[src/shared/keyed_watchdog_timer_regs.vh]
// Purpose: Register map, field layout and timing for the keyed watchdog
// Assumes: 32-bit APB, one register per aligned word
// Notes:   Included by every watchdog design file except the key reset delay
`ifndef KEYED_WATCHDOG_TIMER_REGS_VH
`define KEYED_WATCHDOG_TIMER_REGS_VH

// Byte offsets
`define WDT_CTRL_OFS      12'h000
`define WDT_FLAGS_OFS     12'h004
`define WDT_STATUS_OFS    12'h008
`define WDT_COUNT_OFS     12'h00C

// Control field positions
`define WDT_KEY_MSB       7
`define WDT_KEY_LSB       3
`define WDT_SEL_MSB       2
`define WDT_SEL_LSB       0

// Flag and status bit positions
`define WDT_KEY_RST_BIT   0
`define WDT_TO_BIT        0
`define WDT_PDF_BIT       1

// Reset values and key codes
`define WDT_CTRL_POR      8'h53
`define WDT_KEY_ENABLE    5'h0A
`define WDT_KEY_DISABLE   5'h15

// Timing
`define WDT_MCLK_PERIOD_NS 25
`define WDT_SW_RESET_NS    1000

`endif

[src/logic/wdt_counter.v]
// Purpose: Watchdog count of low-speed oscillator edges with overflow
// Assumes: tick is a one-cycle pulse per oscillator rising edge
// Notes:   Clear has priority over counting
`timescale 1ns/1ps
`include "keyed_watchdog_timer_regs.vh"

module wdt_counter #(
    parameter CNT_W = 19
) (
    input  wire             mclk,
    input  wire             rst,
    input  wire             clk_en,
    input  wire             tick,
    input  wire             run,
    input  wire             clear,
    input  wire [2:0]       sel,
    output reg  [CNT_W-1:0] count_q,
    output reg              overflow_q
);

    // Overflow limit for each timeout select code
    function [CNT_W-1:0] limit;
        input [2:0] s;
        begin
            case (s)
                3'h0:    limit = 19'h00100;
                3'h1:    limit = 19'h00400;
                3'h2:    limit = 19'h01000;
                3'h3:    limit = 19'h04000;
                3'h4:    limit = 19'h08000;
                3'h5:    limit = 19'h10000;
                3'h6:    limit = 19'h20000;
                default: limit = 19'h40000;
            endcase
        end
    endfunction

    // Count oscillator edges, wrap to zero on overflow
    always @(posedge mclk or posedge rst) begin
        if (rst) begin
            count_q    <= 19'h00000;
            overflow_q <= 1'b0;
        end else if (clk_en) begin
            overflow_q <= 1'b0;
            if (clear) begin
                count_q <= 19'h00000;
            end else if (run && tick) begin
                if (count_q == limit(sel) - 19'h00001) begin
                    count_q    <= 19'h00000;
                    overflow_q <= 1'b1;
                end else begin
                    count_q <= count_q + 19'h00001;
                end
            end
        end
    end

endmodule // wdt_counter

[src/logic/key_reset_delay.v]
// Purpose: Fixed delay between a key fault and the reset it causes
// Assumes: start is ignored while a delay runs
// Notes:   done is a one-cycle pulse at the end of the delay
`timescale 1ns/1ps

module key_reset_delay #(
    parameter DLY_W  = 16,
    parameter CYCLES = 40
) (
    input  wire mclk,
    input  wire rst,
    input  wire clk_en,
    input  wire start,
    output reg  busy_q,
    output reg  done_q
);

    reg [DLY_W-1:0] cnt_q;

    // Run the delay once per start
    always @(posedge mclk or posedge rst) begin
        if (rst) begin
            cnt_q  <= {DLY_W{1'b0}};
            busy_q <= 1'b0;
            done_q <= 1'b0;
        end else if (clk_en) begin
            done_q <= 1'b0;
            if (!busy_q) begin
                if (start) begin
                    busy_q <= 1'b1;
                    cnt_q  <= {DLY_W{1'b0}};
                end
            end else if (cnt_q == CYCLES[DLY_W-1:0] - 1'b1) begin
                busy_q <= 1'b0;
                done_q <= 1'b1;
            end else begin
                cnt_q <= cnt_q + 1'b1;
            end
        end
    end

endmodule // key_reset_delay

[src/logic/keyed_watchdog_timer.v]
// Purpose: Keyed watchdog timer with APB register access
// Assumes: All inputs synchronous to mclk; oscillator sampled as data
// Notes:   Reset outputs are one-cycle pulses for the system reset logic
`timescale 1ns/1ps
`include "keyed_watchdog_timer_regs.vh"

// Notes on behaviour
// - Counter advances only on oscillator edges
// - Select field picks 2^8 to 2^18 period
// - Key 10101B disables counting
// - Key 01010B enables counting
// - Other key values reset after delay
// - Key fault sets key reset flag
// - Flag cleared only by software zero
// - Power-on key 01010B, select 011
// - Running overflow resets device, sets timeout
// - Sleep overflow sets flags, resets PC/SP
// - Clear instruction clears counter
// - Halt instruction clears counter
// - Selected reset pin low clears counter
// - Key fault reset clears counter
// - Flag register bits 7..4 read zero
// - After halt, count resumes only if enabled
// - Power-down flag: halt sets, clear clears
module keyed_watchdog_timer #(
    parameter SW_RESET_NS = `WDT_SW_RESET_NS,
    parameter CNT_W       = 19,
    parameter DLY_W       = 16
) (
    input  wire        mclk,
    input  wire        rst,
    input  wire        clk_en,
    input  wire        low_speed_osc_clock,
    input  wire        clear_watchdog_instruction,
    input  wire        halt_instruction,
    input  wire        sleep_or_idle,
    input  wire        reset_pin_n,
    input  wire        reset_pin_selected,
    input  wire        psel,
    input  wire        penable,
    input  wire        pwrite,
    input  wire [11:0] paddr,
    input  wire [31:0] pwdata,
    input  wire [3:0]  pstrb,
    output wire        pready,
    output reg  [31:0] prdata,
    output wire        pslverr,
    output reg         device_reset_q,
    output reg         pc_sp_reset_q,
    output reg         timeout_status_flag,
    output reg         power_down_flag,
    output wire        watchdog_enabled
);

    // Delay in mclk cycles, rounded up, at least one
    localparam SRST_RAW = (SW_RESET_NS + `WDT_MCLK_PERIOD_NS - 1)
                          / `WDT_MCLK_PERIOD_NS;
    localparam SRST_CYC = (SRST_RAW < 1) ? 1 : SRST_RAW;

    reg  [7:0]       watchdog_control_q;
    reg              watchdog_key_reset_flag;
    reg              osc_q;
    wire             osc_tick;
    wire [4:0]       watchdog_key_field;
    wire [2:0]       timeout_select;
    wire             key_ok;
    wire             key_off;
    wire             run;
    wire             cnt_clear;
    wire             pin_clear;
    wire [CNT_W-1:0] count;
    wire             overflow;
    wire             dly_busy;
    wire             dly_done;
    wire             dly_start;
    wire             setup;
    wire             access;
    wire             wr;
    wire             addr_ok;

    // True for the two legal key codes
    function key_legal;
        input [4:0] k;
        begin
            key_legal = (k == `WDT_KEY_ENABLE) ||
                        (k == `WDT_KEY_DISABLE);
        end
    endfunction

    // True for a mapped register offset
    function addr_mapped;
        input [11:0] a;
        begin
            addr_mapped = (a == `WDT_CTRL_OFS)   ||
                          (a == `WDT_FLAGS_OFS)  ||
                          (a == `WDT_STATUS_OFS) ||
                          (a == `WDT_COUNT_OFS);
        end
    endfunction

    // Control fields
    assign watchdog_key_field = watchdog_control_q[`WDT_KEY_MSB:`WDT_KEY_LSB];
    assign timeout_select     = watchdog_control_q[`WDT_SEL_MSB:`WDT_SEL_LSB];
    assign key_ok             = key_legal(watchdog_key_field);
    assign key_off            = (watchdog_key_field == `WDT_KEY_DISABLE);

    // Enable only on the enable key
    assign run              = (watchdog_key_field == `WDT_KEY_ENABLE);
    assign watchdog_enabled = run;

    // Oscillator rising edge detect
    always @(posedge mclk or posedge rst) begin
        if (rst) begin
            osc_q <= 1'b0;
        end else if (clk_en) begin
            osc_q <= low_speed_osc_clock;
        end
    end

    assign osc_tick = low_speed_osc_clock & ~osc_q;

    // Counter clear sources
    assign pin_clear = reset_pin_selected & ~reset_pin_n;
    assign cnt_clear = clear_watchdog_instruction |
                       halt_instruction |
                       pin_clear |
                       dly_done;

    // Watchdog count; disabled key holds it stopped
    wdt_counter #(
        .CNT_W      (CNT_W)
    ) u_counter (
        .mclk       (mclk),
        .rst        (rst),
        .clk_en     (clk_en),
        .tick       (osc_tick),
        .run        (run & ~key_off),
        .clear      (cnt_clear),
        .sel        (timeout_select),
        .count_q    (count),
        .overflow_q (overflow)
    );

    // Start the delay on any illegal key, written or corrupted
    assign dly_start = ~key_ok & ~dly_busy & ~dly_done;

    key_reset_delay #(
        .DLY_W  (DLY_W),
        .CYCLES (SRST_CYC)
    ) u_delay (
        .mclk   (mclk),
        .rst    (rst),
        .clk_en (clk_en),
        .start  (dly_start),
        .busy_q (dly_busy),
        .done_q (dly_done)
    );

    // APB phases
    assign setup   = psel & ~penable;
    assign access  = psel & penable;
    assign addr_ok = addr_mapped(paddr);
    assign wr      = access & pwrite & addr_ok;
    assign pready  = 1'b1;
    assign pslverr = access & ~addr_ok;

    // Control register; fault reset restores power-on value
    always @(posedge mclk or posedge rst) begin
        if (rst) begin
            watchdog_control_q <= `WDT_CTRL_POR;
        end else if (clk_en) begin
            if (dly_done) begin
                watchdog_control_q <= `WDT_CTRL_POR;
            end else if (wr && paddr == `WDT_CTRL_OFS && pstrb[0]) begin
                watchdog_control_q <= pwdata[7:0];
            end
        end
    end

    // Key reset flag; hardware set wins over software clear
    always @(posedge mclk or posedge rst) begin
        if (rst) begin
            watchdog_key_reset_flag <= 1'b0;
        end else if (clk_en) begin
            if (dly_done) begin
                watchdog_key_reset_flag <= 1'b1;
            end else if (wr && paddr == `WDT_FLAGS_OFS && pstrb[0] &&
                         !pwdata[`WDT_KEY_RST_BIT]) begin
                watchdog_key_reset_flag <= 1'b0;
            end
        end
    end

    // Timeout flag: set by overflow, cleared by halt or clear
    always @(posedge mclk or posedge rst) begin
        if (rst) begin
            timeout_status_flag <= 1'b0;
        end else if (clk_en) begin
            if (overflow) begin
                timeout_status_flag <= 1'b1;
            end else if (halt_instruction || clear_watchdog_instruction) begin
                timeout_status_flag <= 1'b0;
            end
        end
    end

    // Power-down flag: halt or sleep overflow set, clear instruction clears
    always @(posedge mclk or posedge rst) begin
        if (rst) begin
            power_down_flag <= 1'b0;
        end else if (clk_en) begin
            if (halt_instruction || (overflow && sleep_or_idle)) begin
                power_down_flag <= 1'b1;
            end else if (clear_watchdog_instruction) begin
                power_down_flag <= 1'b0;
            end
        end
    end

    // Reset pulses: full reset when running, PC/SP only when asleep
    always @(posedge mclk or posedge rst) begin
        if (rst) begin
            device_reset_q <= 1'b0;
            pc_sp_reset_q  <= 1'b0;
        end else if (clk_en) begin
            device_reset_q <= dly_done |
                              (overflow & ~sleep_or_idle);
            pc_sp_reset_q  <= overflow & sleep_or_idle;
        end
    end

    // Read data captured in the setup phase
    always @(posedge mclk or posedge rst) begin
        if (rst) begin
            prdata <= 32'h00000000;
        end else if (clk_en) begin
            if (setup && !pwrite) begin
                case (paddr)
                    `WDT_CTRL_OFS: begin
                        prdata <= {24'h000000, watchdog_control_q};
                    end
                    `WDT_FLAGS_OFS: begin
                        prdata <= {31'h00000000, watchdog_key_reset_flag};
                    end
                    `WDT_STATUS_OFS: begin
                        prdata <= {30'h00000000, power_down_flag,
                                   timeout_status_flag};
                    end
                    `WDT_COUNT_OFS: begin
                        prdata <= {{(32-CNT_W){1'b0}}, count};
                    end
                    default: begin
                        prdata <= 32'h00000000;
                    end
                endcase
            end
        end
    end

endmodule // keyed_watchdog_timer

[config.mk]
export PLATFORM = sky130hd
export DESIGN_NAME = keyed_watchdog_timer
export DESIGN_NICKNAME = d
export VERILOG_FILES = /design/src/logic/wdt_counter.v /design/src/logic/key_reset_delay.v /design/src/logic/keyed_watchdog_timer.v
export VERILOG_INCLUDE_DIRS = /design/src /design/src/shared
export SDC_FILE = /design/constraint.sdc
export NUM_CORES = 1
export LEC_CHECK = 0
export BUFFER_PORTS_ARGS = -buffer_cell sky130_fd_sc_hd__buf_2
export CAP_MARGIN = 10
export CORE_UTILIZATION = 50
export DETAILED_ROUTE_END_ITERATION = 10
export PLACE_DENSITY = 0.89
export REMOVE_ABC_BUFFERS = 1
export SYNTH_ARGS = -nofsm -noshare
export SYNTH_HDL_FRONTEND = slang
export SYNTH_HIERARCHICAL = 1
export SYNTH_SLANG_ARGS = --single-unit
[constraint.sdc]
create_clock -name mclk -period 2.45 [get_ports mclk]
set_input_delay 0.1225 -clock mclk [delete_from_list [all_inputs] [get_ports mclk]]
set_output_delay 0.1225 -clock mclk [all_outputs]
set_load 0.01 [all_outputs]
==> results of run 1 <==
Yosys cell counts (4+ instances only):
master / number / area, sq um
sky130_fd_sc_hd__a211oi_1: 8 / 60.06
sky130_fd_sc_hd__a21oi_1: 11 / 55.05
sky130_fd_sc_hd__a22o_1: 17 / 148.9
sky130_fd_sc_hd__a22oi_1: 7 / 52.55
sky130_fd_sc_hd__a31oi_1: 10 / 62.56
sky130_fd_sc_hd__and3_1: 5 / 31.28
sky130_fd_sc_hd__buf_2: 8 / 40.04
sky130_fd_sc_hd__buf_4: 21 / 157.7
sky130_fd_sc_hd__buf_6: 6 / 67.56
sky130_fd_sc_hd__clkbuf_1: 9 / 33.78
sky130_fd_sc_hd__dfrtp_1: 67 / 1677
sky130_fd_sc_hd__dfstp_2: 4 / 105.1
sky130_fd_sc_hd__inv_1: 19 / 71.32
sky130_fd_sc_hd__nand2_1: 45 / 168.9
sky130_fd_sc_hd__nand2b_1: 6 / 37.54
sky130_fd_sc_hd__nand3_1: 18 / 90.09
sky130_fd_sc_hd__nand4_1: 20 / 125.1
sky130_fd_sc_hd__nand4b_1: 5 / 43.79
sky130_fd_sc_hd__nor2_1: 31 / 116.4
sky130_fd_sc_hd__nor3_1: 6 / 30.03
sky130_fd_sc_hd__nor4_1: 9 / 56.30
sky130_fd_sc_hd__o21ai_0: 19 / 95.09
sky130_fd_sc_hd__o221ai_1: 4 / 35.03
sky130_fd_sc_hd__o22ai_1: 4 / 25.02
sky130_fd_sc_hd__o311ai_2: 6 / 97.59
sky130_fd_sc_hd__o31ai_1: 7 / 52.55
sky130_fd_sc_hd__or2_2: 4 / 25.02
sky130_fd_sc_hd__or3_1: 4 / 25.02
sky130_fd_sc_hd__xnor2_1: 5 / 43.79
critical path: stages (launching register included):
cell and delay [ns]:
sky130_fd_sc_hd__dfstp_2 0.56, sky130_fd_sc_hd__inv_2 0.04, sky130_fd_sc_hd__or3_4 0.33, sky130_fd_sc_hd__ha_4 0.20, sky130_fd_sc_hd__buf_6 0.13, sky130_fd_sc_hd__xnor2_2 0.13
sky130_fd_sc_hd__o21ai_1 0.11, sky130_fd_sc_hd__a31oi_2 0.25, sky130_fd_sc_hd__o2111ai_4 0.21, sky130_fd_sc_hd__and2_4 0.22, sky130_fd_sc_hd__a221o_1 0.29
path summary, 6_finish.rpt:
| check | startpoint | end | slack, ns |
|---|---|---|---|
| min | pwdata[1] | watchdog_control_q[1] | 0.01 |
| max | watchdog_control_q[0] | u_counter/count_q[18] | -0.15 |
| max reg2reg | watchdog_control_q[0] | u_counter/count_q[18] | -0.15 |
| min in group asynchronous | rst | osc_q | 0.43 |
| min reg2reg | prdata[7] | prdata[7] | 0.49 |
| max in group asynchronous | rst | u_counter/count_q[6] | 1.46 |
state kept, by name (all words and copies together) (netlist names), 8 cells and up:
name                count
watchdog_control_q      8
u_delay/cnt_q          16
prdata                 19
u_counter/count_q      19
stage by stage:
stage          utilization, %  total power, mW  setup TNS [ns]
5_1_grt                 62.28            2.444          -2.824
4_1_cts                 61.50            2.377          -1.738
3_3_place_gp            56.28            1.333          -1.211
6_report                62.28            2.356          -1.462
2_1_floorplan               -            1.272          -3.423
3_5_place_dp            56.28            1.338          -2.621
final cells by class:
cell class / count / share of cell area, %
clock inverters: 5 / 1.558
inverters: 20 / 1.438
multi-input cells: 340 / 46.88
clock buffers: 11 / 2.709
well taps: 105 / 2.517
flip-flops and latches: 71 / 34.13
repair buffers: 89 / 10.76
power breakdown:
group,leakage (nW),internal [mW],switching [mW]
registers,0.940,1.18,0.00566
logic,1.34,0.0437,0.0917
clock network,0.110,0.601,0.436
metal layers:
metal	GRT usage (%)	vias to the layer above	wire length, microns	share of wire (%)
li1	-	1850	-	-
met1	31.09	2043	4656	41
met2	46.49	202	5667	50
met3	6.319	41	725	6.4
met4	10.20	0	300	2.6
met5	0	-	0	0
cells in the final DEF, fill, tap and decap left out, types with 8 or more instances in the layout:
master,Yosys,layout
sky130_fd_sc_hd__a21oi_1,11,11
sky130_fd_sc_hd__conb_1,2,14
sky130_fd_sc_hd__nor4_1,9,9
sky130_fd_sc_hd__o21ai_0,19,15
sky130_fd_sc_hd__a31oi_1,10,9
sky130_fd_sc_hd__buf_2,8,57
sky130_fd_sc_hd__nand2_1,45,45
sky130_fd_sc_hd__nand4_1,20,20
sky130_fd_sc_hd__dfrtp_1,67,67
sky130_fd_sc_hd__buf_4,21,23
sky130_fd_sc_hd__inv_1,19,18
sky130_fd_sc_hd__clkbuf_8,0,10
sky130_fd_sc_hd__nand3_1,18,18
sky130_fd_sc_hd__a22o_1,17,17
sky130_fd_sc_hd__a211oi_1,8,8
sky130_fd_sc_hd__nor2_1,31,31
cells by family (layout without fill, tap and decap cells):
kind of cell	Yosys count	in the layout
AOI/OAI and AO/OA	122	122
adders and majority gates	3	3
and+or+nand+nor	189	189
DFF	71	71
buffers and inverters	64	125
other	2	14
muxes	5	5
xor gates and xnor gates	7	7
repair_timing:
action,4_1_cts,5_1_grt
gates resized for setup,30,7
setup buffers,9,1
hold buffers,1,0
pin swaps,20,11
setup endpoints to repair,17,17
endpoints found under the hold margin,67,0
==> impl.org, run 1 <==
** Run status
- The run finished, with violations left.
- Failing checks :: setup timing

** Clocking
- Maximum buffer depth of the clock tree :: 2
- Buffer type at the clock tree root :: sky130_fd_sc_hd__clkbuf_8
- The H-tree generated during clock tree synthesis spans 3 levels.
- In this run, CTS created clock tree buffers numbering 9.
- After clock tree synthesis, the clock-pin slew on the worst setup and hold paths is 0.08 ns.
- Clock latency on the worst-skew pair :: 0.35 ns
- TritonCTS built the clock tree.
- Clock tree synthesis found a total of 71 sinks.

** Floorplanning
- The floorplan step set the die width to 95.78 microns.
- Number of placement rows :: 33
- The floorplan step defined a die boundary enclosing 9173 sq um.
- Total I/O pin count :: 99
- The core region is 8382 sq um.
- From bottom edge to top edge, the die measures 95.78 microns.
- For this configuration, the core starts out at a cell density of 52.46%.

** Detailed routing
- For this block, the via count after detailed routing is 4136.
- In this run the remaining antenna-violating nets after routing total 0.
- Dividing the detail-routed wire length by the instance count gives 17.71 microns.
- In the routed design, unresolved DRC markers number 0.
- Wirelength, routed :: 11350 microns
- Number of iterations in the first detailed-routing pass :: 4
- The first routing iteration left 310 violations.
- Vias per cell :: 6.452

** GRT
- Grt ovf :: 0
- Total GRT Usage :: 26.42%
- Entering global routing, the biggest net connects 34 pins.
- Initial antenna violation count :: 0
- The first global-routing pass estimated 18530 microns of wire.
- Number of global-route vias before repair :: 3918

** Timing
- For the final database, setup skew stands at 0.01056 ns.
- Slew Limit Headroom :: 47.33%
- Number of slew-limit violations in the final report :: 0
- Static timing analysis puts the maximum clock frequency at 384.1 MHz.
- In the post-route analysis, the smallest setup slack over all paths is -0.1532 ns.
- Setup repair after global routing could not meet its margin everywhere.
- The final-report hold violation count was 0.
- Least-Margin Pin Slew :: 0.7891 ns
- The tightest hold path in the finished design has a slack of 0.01286 ns.
- Final setup vio count :: 16
- Part of the cycle the worst path needs :: 106.3%
- Final critical delay including setup and external delays :: 2.603 ns

** Synthesis
- Summing the sequential cell areas from Yosys gives 40.52% of the chip area.
- Xor-xnor portion of the synthesized cell area :: 1.394%
- Combinational family with the most area after synthesis :: simple AND/OR/NAND/NOR gates
- In the synthesized netlist the async set-or-reset flop fraction comes to 100.0%.
- Netlist cell types :: 80
- The most used flip-flop cell after synthesis is sky130_fd_sc_hd__dfrtp_1.
- Summing the areas of all compound-gate instances in the mapped netlist gives 21.88% of the synthesized area.
- Number of enable-type register cells in the synthesized netlist :: 0
- In this run the cell area of the synthesized design comes to 4397 sq um.
- Summing the areas of all and, or, nand and nor instances in the mapped netlist gives 25.16% of the synthesized area.
- Multiplexer share of the synthesized area :: 1.508%
- The cell count after synthesis came out at 463.
- Adder-cell share of the synthesized area :: 0.8537%
- Synthesis inferred 71 register bits.
- Number of warnings issued by yosys :: 6
- Synthesized area per cell :: 9.496 sq um

** Power
- The analysis attributes to cell leakage a power of 2.385 nW.
- For this design the ratio of total power to cell area is 451.3 nW/um^2.
- Worst voltage drop across the vdd grid :: 0.2784 mV

** Finish
- Cells with a size suffix above 1 make up 28.73% of the layout.
- For this run, the post-layout net count is 594.
- Area growth from synthesis to final layout :: 18.73%
- The repair_antennas step left the layout with diodes totalling 0.
- Register Area :: 1782 sq um
- The finished cells cover 5220 sq um.
- Fill cells in the final layout number 651.
- Non-filler cells, final :: 641
- Multi-input gate area in the final layout :: 2447 sq um

** Worst setup path
- The worst setup path is of the reg2reg kind.
- STA classifies the critical path endpoint as a flip-flop.
- Element type at the critical path start :: flip-flop
- Largest driver fanout on the critical path :: 7
- The worst register-to-register path has a depth of 10.
- Data on the critical path is required at its endpoint by 2.68 ns.
- Signal arrival time at the worst endpoint :: 2.83 ns

** Placed design
- Detail Placement HPWL :: 7606 microns
- Prior to clock tree synthesis, the placed netlist has a worst setup slack of -0.2380 ns.
- The congestion estimate from routability-driven global placement came to 0.9763.
- Buffers added on ports :: 57
- Summing all placed instances gives a cell area of 4717 sq um.
- Number of instances in the placed design :: 614

** Run
- Max Cap Viol :: 0

** Hold path
- Min-delay worst type :: in2reg
- Number of stages on the worst hold path :: 3
Note: power is estimated with default switching activity, not from simulation.
==> inputs of run 2 (changes only) <==
--- a/config.mk
+++ b/config.mk
@@ -10,6 +10,7 @@
 export CAP_MARGIN = 10
 export CORE_UTILIZATION = 50
 export DETAILED_ROUTE_END_ITERATION = 10
+export GPL_TIMING_DRIVEN = 0
 export PLACE_DENSITY = 0.89
 export REMOVE_ABC_BUFFERS = 1
 export SYNTH_ARGS = -nofsm -noshare
==> impl.org, run 2 (synthesis results as in run 1) <==
** Clocking
- Clock input transition at the sequential cells of the worst setup and hold paths :: 0.07 ns (was 0.08 ns)
- The root buffer cell was sky130_fd_sc_hd__clkbuf_8 (unchanged).
- Maximum buffer depth of the clock tree :: 2 (unchanged)
- The CTS buffer count came to 9 (unchanged).
- Sink Count :: 71 (unchanged)
- Clock latency on the worst-skew pair :: 0.34 ns (was 0.35 ns)
- The CTS tree is done (unchanged).
- CTS H-tree depth :: 3 (unchanged)

** Finish
- The most frequent standard cell in the layout excluding fill and tap cells is sky130_fd_sc_hd__dfrtp_1 (unchanged).
- Area growth from synthesis to final layout :: 14.23% (was 18.73%)
- The fraction of layout instances using a drive strength above 1 was 25.53% (was 28.73%).
- Commonest cells after routing, fill and taps aside: sky130_fd_sc_hd__dfrtp_1 (66), sky130_fd_sc_hd__buf_2 (57), sky130_fd_sc_hd__nand2_1 (45), sky130_fd_sc_hd__nor2_1 (31), sky130_fd_sc_hd__nand4_1 (20) (was sky130_fd_sc_hd__dfrtp_1 (67), sky130_fd_sc_hd__buf_2 (57), sky130_fd_sc_hd__nand2_1 (45), sky130_fd_sc_hd__nor2_1 (31), sky130_fd_sc_hd__buf_4 (23)).
- Count of inserted antenna diode cells :: 0 (unchanged)
- The number of nets at the end of the flow is 579 (was 594).
- Post-route cell area :: 5022 sq um (was 5220 sq um)
- Largest registers :: prdata: 19 flops, u_counter/count_q: 19 flops, u_delay/cnt_q: 16 flops (unchanged)

** Floorplanning
- The number of cell rows came to 33 (unchanged).
- Area of the core :: 8382 sq um (unchanged)
- Starting density of the core :: 52.46% (unchanged)
- The die width came to 95.78 microns (unchanged).
- The die height came to 95.78 microns (unchanged).
- The count of pins on the block boundary is 99 (unchanged).
- The area of the die is 9173 sq um (unchanged).

** Detailed routing
- The number of detailed-route iterations in the first pass was 6 (was 4).
- The via count of the routed design came to 3959 (was 4136).
- The detailed-routed wire length on met3 is 643 microns (was 725 microns).
- The post-detailed-route count of antenna-violating nets was 0 (unchanged).
- Wirelength, routed :: 10680 microns (was 11350 microns)
- The met1 wire length was 4347 microns (was 4656 microns).
- Number of remaining DRC errors :: 0 (unchanged)
- The top layer reached by signal wires is met4 (unchanged).
- The first-iteration detailed-routing DRC count was 306 (was 310).
- Routed met2 length :: 5371 microns (was 5667 microns)
- The via density per instance was 6.324 (was 6.452).
- The routed length per instance came to 17.06 microns (was 17.71 microns).

** Worst setup path
- Kind of end point of the critical path :: flip-flop (unchanged)
- Required time worst endpoint :: 2.68 ns (about the same)
- The launching element type of the critical path is a flip-flop (unchanged).
- The arrival time at the worst endpoint was 2.85 ns (was 2.83 ns).
- Class of the most critical setup path :: reg2reg (unchanged)
- The maximum net fanout on the critical path is 9 (was 7).

** Placed design
- Buffers added on ports :: 57 (unchanged)
- Worst Setup Slack post-DPL :: -0.7028 ns (was -0.2380 ns)
- Area post-placement :: 4559 sq um (was 4717 sq um)
- Detail Placement HPWL :: 7119 microns (was 7606 microns)
- Final Wtd Congestion :: 0.8781 (was 0.9763)

** Timing
- Largest clock skew in the final design :: 0.01589 ns (was 0.01056 ns)
- The share of the clock period used by the worst path was 107.0% (was 106.3%).
- Final hold violations :: 0 (unchanged)
- Highest attainable clock frequency :: 381.3 MHz (was 384.1 MHz)
- The slack of the critical path came to -0.1723 ns (was -0.1532 ns).
- The count of endpoints failing setup in the final report was 15 (was 16).
- Number of slew-limit violations in the final report :: 0 (unchanged)
- The slew at the pin closest to its max-slew limit was 0.8823 ns (was 0.7891 ns).
- Worst hold margin :: 0.03111 ns (was 0.01286 ns)
- The time the worst path needs with I/O delays and setup came to 2.622 ns (was 2.603 ns).
- The worst relative slew slack came to 41.18% (was 47.33%).
- Setup repair after global routing missed its margin: true (unchanged).

** GRT
- The pin count of the biggest net entering global routing is 34 (unchanged).
- Grt ovf :: 0 (unchanged)
- Total GRT Usage :: 24.01% (was 26.42%)
- Number of global-route vias before repair :: 3641 (was 3918)
- Initial antenna violation count :: 0 (unchanged)
- Wire length of the first global-routing pass :: 16860 microns (was 18530 microns)

** Power
- Leak pwr :: 2.277 nW (was 2.385 nW)
- The power per unit of standard cell area came to 449.6 nW/um^2 (was 451.3 nW/um^2).
- Worst voltage drop across the vdd grid :: 0.3272 mV (was 0.2784 mV)

** Hold path
- Min-delay worst type :: in2reg (unchanged)

** Run status
- Failing checks :: setup timing (unchanged)
- Status: complete, but fails checks (unchanged).

** Run
- The reported max-cap violation count is 0 (unchanged).
[run 2: changes by cell type in the layout (fill, tap and decap cells not counted), moves of 2 or more]
cell / before / now
sky130_fd_sc_hd__buf_4: 23 / 11
sky130_fd_sc_hd__buf_6: 7 / 3
sky130_fd_sc_hd__clkbuf_1: 1 / 4
sky130_fd_sc_hd__nand2_8: 0 / 2
sky130_fd_sc_hd__nor4bb_1: 0 / 2
sky130_fd_sc_hd__o311ai_2: 3 / 6
sky130_fd_sc_hd__o311ai_4: 5 / 2
[run 2: worst max-delay path, cell delays in order (launching register included)]
cell,delay [ns]
sky130_fd_sc_hd__dfstp_2,0.56
sky130_fd_sc_hd__inv_2,0.06
sky130_fd_sc_hd__or3_4,0.34
sky130_fd_sc_hd__ha_4,0.20
sky130_fd_sc_hd__buf_4,0.14
sky130_fd_sc_hd__xnor2_1,0.12
sky130_fd_sc_hd__o21ai_1,0.12
sky130_fd_sc_hd__a31oi_2,0.13
sky130_fd_sc_hd__o2111ai_4,0.31
sky130_fd_sc_hd__buf_6,0.17
sky130_fd_sc_hd__nand2_8,0.08
sky130_fd_sc_hd__o311ai_4,0.29
[run 2: timing repair]
item / CTS / global route
hold endpoints to repair: 38 / 0
pin swaps: 5 / 3
hold buffers: 1 / 0
buffers inserted: 13 / 1
resized for setup: 11 / 14
setup endpoints to repair: 18 / 20
cloned: 1 / 0
[run 2: path summary, 6_finish.rpt]
| check | cells past startpoint | to | slack [ns] | start |
|---|---|---|---|---|
| max in group asynchronous | 3 | u_counter/count_q[12] | 1.43 | rst |
| worst min-delay path | 3 | watchdog_control_q[6] | 0.03 | pwdata[6] |
| worst max-delay path | 11 | u_counter/count_q[9] | -0.17 | watchdog_control_q[0] |
| worst min register to register | 2 | prdata[7] | 0.48 | prdata[7] |
| worst max register to register | 11 | u_counter/count_q[9] | -0.17 | watchdog_control_q[0] |
| min in group asynchronous | 3 | device_reset_q | 0.34 | rst |
[run 2: routing by layer]
layer  vias up  track usage, %
met3        27           5.529
met5         -               0
met4         0           13.43
met2       168           40.24
li1       1830               -
met1      1934           28.36
[run 2: cell type report]
cell class | count | area [sq um]
flip-flops and latches | 71 | 1783
multi-input cells | 341 | 2397
fillers | 664 | 3359
inverters | 20 | 75.07
clock inverters | 1 | 30.03
repair buffers | 73 | 439.2
well taps | 105 | 131.4
clock buffers | 15 | 166.4
[run 2: stage by stage]
stage	instances	setup TNS [ns]	util (%)	power [mW]
2_1_floorplan	431	-3.423	-	1.272
3_3_place_gp	593	-8.687	54.40	1.329
3_5_place_dp	593	-9.826	54.40	1.334
4_1_cts	624	-1.668	58.56	2.266
5_1_grt	626	-3.656	59.92	2.346
6_report	626	-1.821	59.92	2.258
[run 2: power by group]
group	total [mW]	switching [mW]	internal [mW]
combinational	0.135	0.0897	0.0455
sequential	1.18	0.00570	1.18
clock	0.939	0.410	0.529
total	2.26	0.505	1.75
